===== src/capture_consts.vh =====
// Constants for the input capture channel: offsets, field positions, codes and reset values.
`ifndef CAPTURE_CONSTS_VH
`define CAPTURE_CONSTS_VH

// Register byte addresses on the AXI4-Lite bus.
`define ADDR_CONTROL 4'h0
`define ADDR_CAPTURE 4'h4
`define ADDR_IRQ_STATUS 4'h8
`define ADDR_IRQ_ENABLE 4'hC
`define ADDR_WIDTH 4

// Control register field positions.
`define BIT_IDLE_HALT 13
`define TSEL_HI 12
`define TSEL_LO 10
`define CPI_HI 6
`define CPI_LO 5
`define BIT_OVERFLOW 4
`define BIT_NOT_EMPTY 3
`define MODE_HI 2
`define MODE_LO 0
`define CONTROL_WRITE_MASK 16'h3C67
`define CONTROL_RESET 16'h0000

// Capture mode codes.
`define MODE_OFF 3'h0
`define MODE_BOTH 3'h1
`define MODE_FALL 3'h2
`define MODE_RISE 3'h3
`define MODE_RISE4 3'h4
`define MODE_RISE16 3'h5
`define MODE_UNUSED 3'h6
`define MODE_WAKE 3'h7

// Time base select codes.
`define TSEL_T3 3'h0
`define TSEL_T2 3'h1
`define TSEL_T4 3'h2
`define TSEL_T5 3'h3
`define TSEL_T1 3'h4
`define TSEL_PCLK 3'h7

// Buffer depth and interrupt status bits.
`define BUF_DEPTH 4
`define BUF_PTR_W 2
`define IRQ_CAPTURE 0
`define IRQ_OVERFLOW 1
`define IRQ_WAKE 2
`define IRQ_BITS 3

// AXI responses.
`define RESP_OKAY 2'h0
`define RESP_SLVERR 2'h2

`endif


===== src/capture_edge_detect.v =====
// Edge detector for the capture input, with a two-flop synchroniser.
`timescale 1ns/10ps
`default_nettype none

module capture_edge_detect (
	// Clock and reset.
	input wire clk,
	input wire rst_n,
	// Raw pin and detected edges.
	input wire pin_in,
	output reg rise_q,
	output reg fall_q
);

	reg meta_q;
	reg sync_q;
	reg last_q;

	// The first flop feeds only the second; edges are found after the second.
	always @(posedge clk or negedge rst_n) begin
		if (!rst_n) begin
			meta_q <= 1'b0;
			sync_q <= 1'b0;
			last_q <= 1'b0;
			rise_q <= 1'b0;
			fall_q <= 1'b0;
		end else begin
			meta_q <= pin_in;
			sync_q <= meta_q;
			last_q <= sync_q;
			rise_q <= sync_q & ~last_q;
			fall_q <= ~sync_q & last_q;
		end
	end

endmodule
`default_nettype wire


===== src/input_capture_channel.v =====
// Input capture channel with an AXI4-Lite register slave and a level interrupt.
`timescale 1ns/10ps
`default_nettype none
`include "capture_consts.vh"

// Behaviour
// - Idle-halt bit one stops captures during CPU Idle; zero keeps running.
// - Captures-per-interrupt 00..11 interrupts every first, second, third, fourth capture.
// - Captures-per-interrupt ignored in both-edges and sleep/idle pin modes.
// - Overflow flag set and cleared by hardware only, read-only, resets zero.
// - Mode 110 is unused and behaves as disabled.
// - Mode 101 captures every sixteenth rising edge through the prescaler.
// - Mode 100 captures every fourth rising edge through the prescaler.
// - Mode 010 captures every falling edge.
// - Mode 001 captures every rising and every falling edge.
// - Mode 000 turns the channel off; no captures.
// - Unimplemented control bits, including 9-7 and 15-14, read zero, ignore writes.
// - Timer 1 time base supports synchronous clocking only.
module input_capture_channel (
	// Clock and reset.
	input wire clk,
	input wire rst_n,
	// Capture pin and processor power state.
	input wire capture_channel,
	input wire cpu_idle,
	input wire cpu_sleep,
	// Time base values, already synchronous to clk.
	input wire [15:0] peripheral_clock,
	input wire [15:0] timer1_clock,
	input wire [15:0] timer2_clock,
	input wire [15:0] timer3_clock,
	input wire [15:0] timer4_clock,
	input wire [15:0] timer5_clock,
	// AXI4-Lite write channels.
	input wire [`ADDR_WIDTH-1:0] s_axi_awaddr,
	input wire s_axi_awvalid,
	output reg s_axi_awready,
	input wire [31:0] s_axi_wdata,
	input wire [3:0] s_axi_wstrb,
	input wire s_axi_wvalid,
	output reg s_axi_wready,
	output reg [1:0] s_axi_bresp,
	output reg s_axi_bvalid,
	input wire s_axi_bready,
	// AXI4-Lite read channels.
	input wire [`ADDR_WIDTH-1:0] s_axi_araddr,
	input wire s_axi_arvalid,
	output reg s_axi_arready,
	output reg [31:0] s_axi_rdata,
	output reg [1:0] s_axi_rresp,
	output reg s_axi_rvalid,
	input wire s_axi_rready,
	// Interrupt.
	output reg irq_q
);

	wire rise;
	wire fall;
	reg [15:0] control_q;
	reg [15:0] buf_mem_q [0:`BUF_DEPTH-1];
	reg [`BUF_PTR_W-1:0] wr_ptr_q;
	reg [`BUF_PTR_W-1:0] rd_ptr_q;
	reg [`BUF_PTR_W:0] count_q;
	reg overflow_q;
	reg [3:0] prescale_q;
	reg [1:0] cpi_count_q;
	reg [`IRQ_BITS-1:0] irq_status_q;
	reg [`IRQ_BITS-1:0] irq_enable_q;
	reg [`ADDR_WIDTH-1:0] awaddr_q;
	reg [31:0] wdata_q;
	reg [3:0] wstrb_q;
	reg aw_have_q;
	reg w_have_q;
	reg [2:0] mode;
	reg [15:0] timebase;
	reg capture_fire;
	reg cpi_event;
	reg wake_event;
	reg buf_pop;
	reg halted;
	reg [31:0] rd_value;
	reg rd_ok;
	reg wr_do;
	reg [`IRQ_BITS-1:0] irq_set;
	reg [`IRQ_BITS-1:0] irq_clear;

	// Synchronised pin edges; the pin is asynchronous to clk.
	capture_edge_detect edge_detect (
		.clk(clk),
		.rst_n(rst_n),
		.pin_in(capture_channel),
		.rise_q(rise),
		.fall_q(fall)
	);

	// Applies the byte strobes to the two low lanes of a 16-bit value.
	function [15:0] merge_lanes;
		input [15:0] old_value;
		input [31:0] data;
		input [3:0] strb;
		begin
			merge_lanes = old_value;
			if (strb[0])
				merge_lanes[7:0] = data[7:0];
			if (strb[1])
				merge_lanes[15:8] = data[15:8];
		end
	endfunction

	// Time base mux; reserved codes read zero so captures stamp nothing useful.
	always @* begin
		mode = control_q[`MODE_HI:`MODE_LO];
		case (control_q[`TSEL_HI:`TSEL_LO])
			`TSEL_PCLK: timebase = peripheral_clock;
			`TSEL_T5: timebase = timer5_clock;
			`TSEL_T4: timebase = timer4_clock;
			`TSEL_T2: timebase = timer2_clock;
			`TSEL_T3: timebase = timer3_clock;
			`TSEL_T1: timebase = timer1_clock;
			default: timebase = 16'h0000;
		endcase
	end

	// Capture decision per mode; idle halt blocks every capture mode.
	always @* begin
		halted = control_q[`BIT_IDLE_HALT] & cpu_idle;
		capture_fire = 1'b0;
		wake_event = 1'b0;
		case (mode)
			`MODE_BOTH: capture_fire = rise | fall;
			`MODE_FALL: capture_fire = fall;
			`MODE_RISE: capture_fire = rise;
			`MODE_RISE4: capture_fire = rise && (prescale_q[1:0] == 2'h3);
			`MODE_RISE16: capture_fire = rise && (prescale_q == 4'hF);
			`MODE_WAKE: wake_event = rise & (cpu_sleep | cpu_idle);
			default: capture_fire = 1'b0;
		endcase
		if (halted)
			capture_fire = 1'b0;
		// Both-edge mode interrupts on every capture, whatever the count field says.
		if (mode == `MODE_BOTH)
			cpi_event = capture_fire;
		else
			cpi_event = capture_fire && (cpi_count_q == control_q[`CPI_HI:`CPI_LO]);
	end

	// Edge prescaler and captures-per-interrupt counter.
	always @(posedge clk or negedge rst_n) begin
		if (!rst_n) begin
			prescale_q <= 4'h0;
			cpi_count_q <= 2'h0;
		end else begin
			if (mode != `MODE_RISE4 && mode != `MODE_RISE16)
				prescale_q <= 4'h0;
			else if (rise && !halted)
				prescale_q <= prescale_q + 4'h1;
			if (mode == `MODE_OFF || mode == `MODE_UNUSED || mode == `MODE_WAKE || mode == `MODE_BOTH)
				cpi_count_q <= 2'h0;
			else if (cpi_event)
				cpi_count_q <= 2'h0;
			else if (capture_fire)
				cpi_count_q <= cpi_count_q + 2'h1;
		end
	end

	// Capture buffer. A full buffer drops the new value and flags overflow,
	// which clears by hardware once software drains the buffer empty.
	always @(posedge clk or negedge rst_n) begin
		if (!rst_n) begin
			wr_ptr_q <= {`BUF_PTR_W{1'b0}};
			rd_ptr_q <= {`BUF_PTR_W{1'b0}};
			count_q <= {(`BUF_PTR_W+1){1'b0}};
			overflow_q <= 1'b0;
		end else if (mode == `MODE_OFF) begin
			// Turning the channel off flushes the buffer.
			wr_ptr_q <= {`BUF_PTR_W{1'b0}};
			rd_ptr_q <= {`BUF_PTR_W{1'b0}};
			count_q <= {(`BUF_PTR_W+1){1'b0}};
			overflow_q <= 1'b0;
		end else begin
			if (capture_fire && count_q == `BUF_DEPTH)
				overflow_q <= 1'b1;
			else if (buf_pop && count_q == 3'h1)
				overflow_q <= 1'b0;
			if (capture_fire && count_q != `BUF_DEPTH) begin
				buf_mem_q[wr_ptr_q] <= timebase;
				wr_ptr_q <= wr_ptr_q + 2'h1;
			end
			if (buf_pop)
				rd_ptr_q <= rd_ptr_q + 2'h1;
			if ((capture_fire && count_q != `BUF_DEPTH) && !buf_pop)
				count_q <= count_q + 3'h1;
			else if (buf_pop && !(capture_fire && count_q != `BUF_DEPTH))
				count_q <= count_q - 3'h1;
		end
	end

	// Read mux; reserved control bits and unmapped offsets read zero.
	always @* begin
		rd_value = 32'h0000_0000;
		rd_ok = 1'b1;
		buf_pop = 1'b0;
		case (s_axi_araddr)
			`ADDR_CONTROL: begin
				rd_value[15:0] = control_q & `CONTROL_WRITE_MASK;
				rd_value[`BIT_OVERFLOW] = overflow_q;
				rd_value[`BIT_NOT_EMPTY] = (count_q != 3'h0);
			end
			`ADDR_CAPTURE: begin
				rd_value[15:0] = (count_q != 3'h0) ? buf_mem_q[rd_ptr_q] : 16'h0000;
				buf_pop = s_axi_arvalid && !s_axi_rvalid && (count_q != 3'h0);
			end
			`ADDR_IRQ_STATUS: rd_value[`IRQ_BITS-1:0] = irq_status_q;
			`ADDR_IRQ_ENABLE: rd_value[`IRQ_BITS-1:0] = irq_enable_q;
			default: rd_ok = 1'b0;
		endcase
	end

	// Read channel: one read at a time, answered in the cycle after address.
	always @(posedge clk or negedge rst_n) begin
		if (!rst_n) begin
			s_axi_arready <= 1'b0;
			s_axi_rvalid <= 1'b0;
			s_axi_rdata <= 32'h0000_0000;
			s_axi_rresp <= `RESP_OKAY;
		end else begin
			s_axi_arready <= 1'b0;
			if (s_axi_rvalid) begin
				if (s_axi_rready)
					s_axi_rvalid <= 1'b0;
			end else if (s_axi_arvalid && !s_axi_arready) begin
				s_axi_arready <= 1'b1;
				s_axi_rvalid <= 1'b1;
				s_axi_rdata <= rd_value;
				s_axi_rresp <= rd_ok ? `RESP_OKAY : `RESP_SLVERR;
			end
		end
	end

	// Write address and data are taken in either order; response follows both.
	always @* begin
		wr_do = aw_have_q && w_have_q && !s_axi_bvalid;
	end

	always @(posedge clk or negedge rst_n) begin
		if (!rst_n) begin
			s_axi_awready <= 1'b0;
			s_axi_wready <= 1'b0;
			s_axi_bvalid <= 1'b0;
			s_axi_bresp <= `RESP_OKAY;
			aw_have_q <= 1'b0;
			w_have_q <= 1'b0;
			awaddr_q <= {`ADDR_WIDTH{1'b0}};
			wdata_q <= 32'h0000_0000;
			wstrb_q <= 4'h0;
		end else begin
			s_axi_awready <= 1'b0;
			s_axi_wready <= 1'b0;
			if (s_axi_awvalid && !aw_have_q && !s_axi_awready) begin
				s_axi_awready <= 1'b1;
				aw_have_q <= 1'b1;
				awaddr_q <= s_axi_awaddr;
			end
			if (s_axi_wvalid && !w_have_q && !s_axi_wready) begin
				s_axi_wready <= 1'b1;
				w_have_q <= 1'b1;
				wdata_q <= s_axi_wdata;
				wstrb_q <= s_axi_wstrb;
			end
			if (wr_do) begin
				aw_have_q <= 1'b0;
				w_have_q <= 1'b0;
				s_axi_bvalid <= 1'b1;
				s_axi_bresp <= (awaddr_q == `ADDR_CAPTURE || awaddr_q > `ADDR_IRQ_ENABLE) ?
					`RESP_SLVERR : `RESP_OKAY;
			end else if (s_axi_bvalid && s_axi_bready) begin
				s_axi_bvalid <= 1'b0;
			end
		end
	end

	// Interrupt events: count-qualified capture, overflow onset, wake edge.
	always @* begin
		irq_set = {`IRQ_BITS{1'b0}};
		irq_set[`IRQ_CAPTURE] = cpi_event;
		irq_set[`IRQ_OVERFLOW] = capture_fire && count_q == `BUF_DEPTH && !overflow_q;
		irq_set[`IRQ_WAKE] = wake_event;
		irq_clear = {`IRQ_BITS{1'b0}};
		if (wr_do && awaddr_q == `ADDR_IRQ_STATUS && wstrb_q[0])
			irq_clear = wdata_q[`IRQ_BITS-1:0];
	end

	// Register writes; a set in the clearing cycle wins over the clear.
	always @(posedge clk or negedge rst_n) begin
		if (!rst_n) begin
			control_q <= `CONTROL_RESET;
			irq_status_q <= {`IRQ_BITS{1'b0}};
			irq_enable_q <= {`IRQ_BITS{1'b0}};
			irq_q <= 1'b0;
		end else begin
			if (wr_do && awaddr_q == `ADDR_CONTROL)
				control_q <= merge_lanes(control_q, wdata_q, wstrb_q) & `CONTROL_WRITE_MASK;
			if (wr_do && awaddr_q == `ADDR_IRQ_ENABLE && wstrb_q[0])
				irq_enable_q <= wdata_q[`IRQ_BITS-1:0];
			irq_status_q <= (irq_status_q & ~irq_clear) | irq_set;
			irq_q <= |(((irq_status_q & ~irq_clear) | irq_set) & irq_enable_q);
		end
	end

endmodule
`default_nettype wire


===== config.mk =====
export PLATFORM = sky130hd
export DESIGN_NAME = input_capture_channel
export DESIGN_NICKNAME = d
export VERILOG_FILES = /design/src/capture_edge_detect.v /design/src/input_capture_channel.v
export VERILOG_INCLUDE_DIRS = /design/src
export SDC_FILE = /design/constraint.sdc
export NUM_CORES = 1
export LEC_CHECK = 0
export ABC_AREA = 1
export BUFFER_PORTS_ARGS = -buffer_cell sky130_fd_sc_hd__buf_2
export CAP_MARGIN = 20
export CORE_ASPECT_RATIO = 0.7
export CORE_MARGIN = 5
export CORE_UTILIZATION = 50
export DETAILED_ROUTE_END_ITERATION = 16
export GPL_TIMING_DRIVEN = 1
export PLACE_DENSITY = 0.77
export SLEW_MARGIN = 20
export SYNTH_ARGS = -nofsm -noshare
export SYNTH_HDL_FRONTEND = slang
export SYNTH_HIERARCHICAL = 1
export SYNTH_SLANG_ARGS = --single-unit

===== constraint.sdc =====
create_clock -name clk -period 3.15 [get_ports clk]
set_input_delay 0.4725 -clock clk [delete_from_list [all_inputs] [get_ports clk]]
set_output_delay 0.4725 -clock clk [all_outputs]
set_load 0.01 [all_outputs]

==> flow_metrics.py <==
metrics = {
    "global_routing": {
        "grt_overflow": 0,
        "grt_max_degree": 76,
        "antenna_found_initial": 0,
        "grt_util_all_layers_pct": 20.6,
        "grt_pass1_wl_um": 25400,
        "grt_pass1_vias": 5036,
    },
    "placement": {
        "place_inst": 1014,
        "place_congestion": 0.921,
        "port_buffers": 148,
        "place_area_um2": 7510,
        "post-dp-hpwl_um": 11600,
        "pre_cts_ws_ps": 577,
    },
    "pwr": {
        "power.density_nw_per_um2": 745,
        "p_seq_share_pct": 42.4,
        "clockPowerShare_pct": 33.1,
        "p_leak_nw": 3.78,
        "pwr-share-comb_pct": 24.4,
        "p_total_mw": 6.04,
        "switchingPower_mw": 2.07,
        "switching_share_pct": 34.3,
        "ir_worst_vdd_uv": 414,
        "p_int_mw": 3.97,
    },
    "synthesis": {
        "synth_seq_cells": 139,
        "async_reset_ff_share_pct": 54.0,
        "seq_area_frac_synth_pct": 57.1,
        "yosys_warnings": 6,
        "synth_edf_count": 64,
        "dominantRegCellSynth": "dfrtp_1",
        "avgSynthCellArea_um2": 9.29,
        "synth.distinct_cells": 37,
        "synth_area_um2": 6660,
        "syn_inst": 717,
    },
    "clock_tree": {
        "cts_buffers": 17,
        "cts_root_buf": "clkbuf_16",
        "ctsLongestPathBuffers": 2,
        "clk_pin_slew_worst_paths_ps": 70,
        "cts_setup_buffers": 0,
        "post_cts_resized": 0,
        "insertion_delay_ps": 420,
        "cts_tree": "built",
        "numClockSinks": 139,
        "ctsHoldBuffers": 0,
        "htreeDepth": 4,
    },
    "finish": {
        "final_area_um2": 8110,
        "syn2layout_area_growth_pct": 21.9,
        "layout-drive-gt1-share_pct": 25.0,
        "final_util_pct": 62.0,
        "layout.cells.non_filler": 1046,
        "diodes": 0,
        "fin_nets": 1026,
    },
    "worst_setup_path": {
        "required_ps": 3410,
        "criticalPathCategory": "flop to flop",
        "critPathMaxFanout": 20,
        "arrival_ps": 2950,
        "crit_path_end_kind": "flop",
        "start_kind": "flop",
    },
    "floorplanning": {
        "die_h_um": 107,
        "core_um2": 13100,
        "boundaryPins": 192,
        "chipWidth_um": 148,
        "rows": 35,
        "die-area_um2": 15800,
        "initial_core_util_pct": 50.8,
    },
    "sta": {
        "finalWorstSetupSlack_ps": 460,
        "whs_ps": 155,
        "finalSetupViolCount": 0,
        "relSlewSlack_pct": 30.9,
        "final_hold_viol_count": 0,
        "finalMaxSlewViolations": 0,
        "period_needed_ps": 2690,
        "tightest_slew_ps": 1030,
        "fmax_mhz": 372,
        "fin_setup_tns_ps": 0,
        "period_share_pct": 85.4,
        "rsz0062_at_grt": "false",
        "skew_ps": 8.47,
    },
    "detailed_routing": {
        "drtAntennaViolNets": 0,
        "via_per_inst": 5.29,
        "vias": 5529,
        "dr.pass1.iters": 5,
        "drc": 0,
        "drt_iter0_drc": 486,
        "wl_per_cell_um": 15.6,
        "wl_um": 16300,
    },
    "outcome": {
        "outcome": "complete, no violations",
    },
    "hold_path": {
        "worstHoldPathType": "primary input to flop",
    },
    "flow_run": {
        "drv_cap": 0,
    },
}
[flip-flops by register name, indices dropped and copies added (netlist names), 3 cells and up]
name          count
awaddr_q          4
irq_enable_q      3
s_axi_rdata      16
irq_status_q      3
count_q           3
wdata_q           9
control_q         9
prescale_q        4
buf_mem_q        64
[logic make-up after synthesis]
kind of cell,Yosys count,synth area share [%]
AOI/OAI and AO/OA,141,12.0
and+or+nand+nor,286,19.7
adders and majority gates,9,1.69
other,1,0.0563
DFF,139,57.1
xor gates and xnor gates,4,0.526
buffers and inverters,137,8.95
[power by group through the flow]
stage	sequential [mW]	combinational, mW	clock, mW
2_1_floorplan	2.53	1.04	0
4_1_cts	2.56	1.46	2.02
3_5_place_dp	2.59	1.45	0
3_3_place_gp	2.58	1.43	0
6_report	2.56	1.48	2.00
5_1_grt	2.60	1.66	2.11
[worst max-delay path: stages, from the launching register on]
cell and delay (ps):
dfrtp_1 840, inv_2 350, nor3_2 900, a21oi_1 240, nand4_1 190
[layer usage]
metal,vias up,GRT usage (%),wire [um]
li1,2691,-,-
met1,2588,30.5,7420
met2,221,31.2,7410
met3,29,4.26,1240
met4,0,5.67,227
met5,-,0,0
[cells in the mapped netlist, types with 3 or more instances]
| cell type | instances | area (um^2) |
|---|---|---|
| ha_1 | 9 | 113 |
| inv_2 | 4 | 15.0 |
| dfrtp_1 | 75 | 1880 |
| nand2_4 | 3 | 33.8 |
| o21ai_1 | 3 | 15.0 |
| clkbuf_1 | 15 | 56.3 |
| o21ai_0 | 66 | 330 |
| nor3_1 | 4 | 20.0 |
| nor3_2 | 5 | 50.1 |
| xnor2_1 | 3 | 26.3 |
| inv_1 | 89 | 334 |
| nand3_1 | 48 | 240 |
| nand2_2 | 4 | 25.0 |
| buf_4 | 18 | 135 |
| nor2_2 | 6 | 37.5 |
| edfxtp_1 | 64 | 1920 |
| a22oi_1 | 7 | 52.6 |
| nand4_1 | 19 | 119 |
| buf_2 | 10 | 50.1 |
| a32o_1 | 5 | 50.1 |
| nor2_1 | 41 | 154 |
| nand2_1 | 150 | 563 |
| o22ai_1 | 26 | 163 |
| a21oi_1 | 28 | 140 |
[area by class of cell]
cell class | count | area [um^2]
fill | 1061 | 4980
sequential | 139 | 3800
multi-input combinational | 458 | 2330
timing repair buffer | 158 | 818
clock buffer | 17 | 425
inverter | 93 | 349
tap | 166 | 208
clock inverter | 15 | 179
[worst paths after layout]
kind / start / end / slack (ps) / depth (start not counted)
min reg2reg: edge_detect/meta_q / edge_detect/sync_q / 350 / 0
max reg2reg: control_q[12] / buf_mem_q[3][15] / 460 / 4
max in group asynchronous: rst_n / wdata_q[5] / 2240 / 2
max: control_q[12] / buf_mem_q[3][15] / 460 / 4
min in group asynchronous: rst_n / s_axi_rdata[14] / 280 / 2
min: capture_channel / edge_detect/meta_q / 160 / 1
[layout by cell type, fill, tap and decap left out, drive strengths merged, types with 17 or more instances in the layout]
cell	count
nand3	50
nand4	19
dfrtp	75
o22ai	26
clkbuf	17
conb	18
o21ai	70
nor2	47
edfxtp	64
inv	102
buf	158
nand2	157
a21oi	28
No activity file was read; power rests on OpenSTA's default activity.
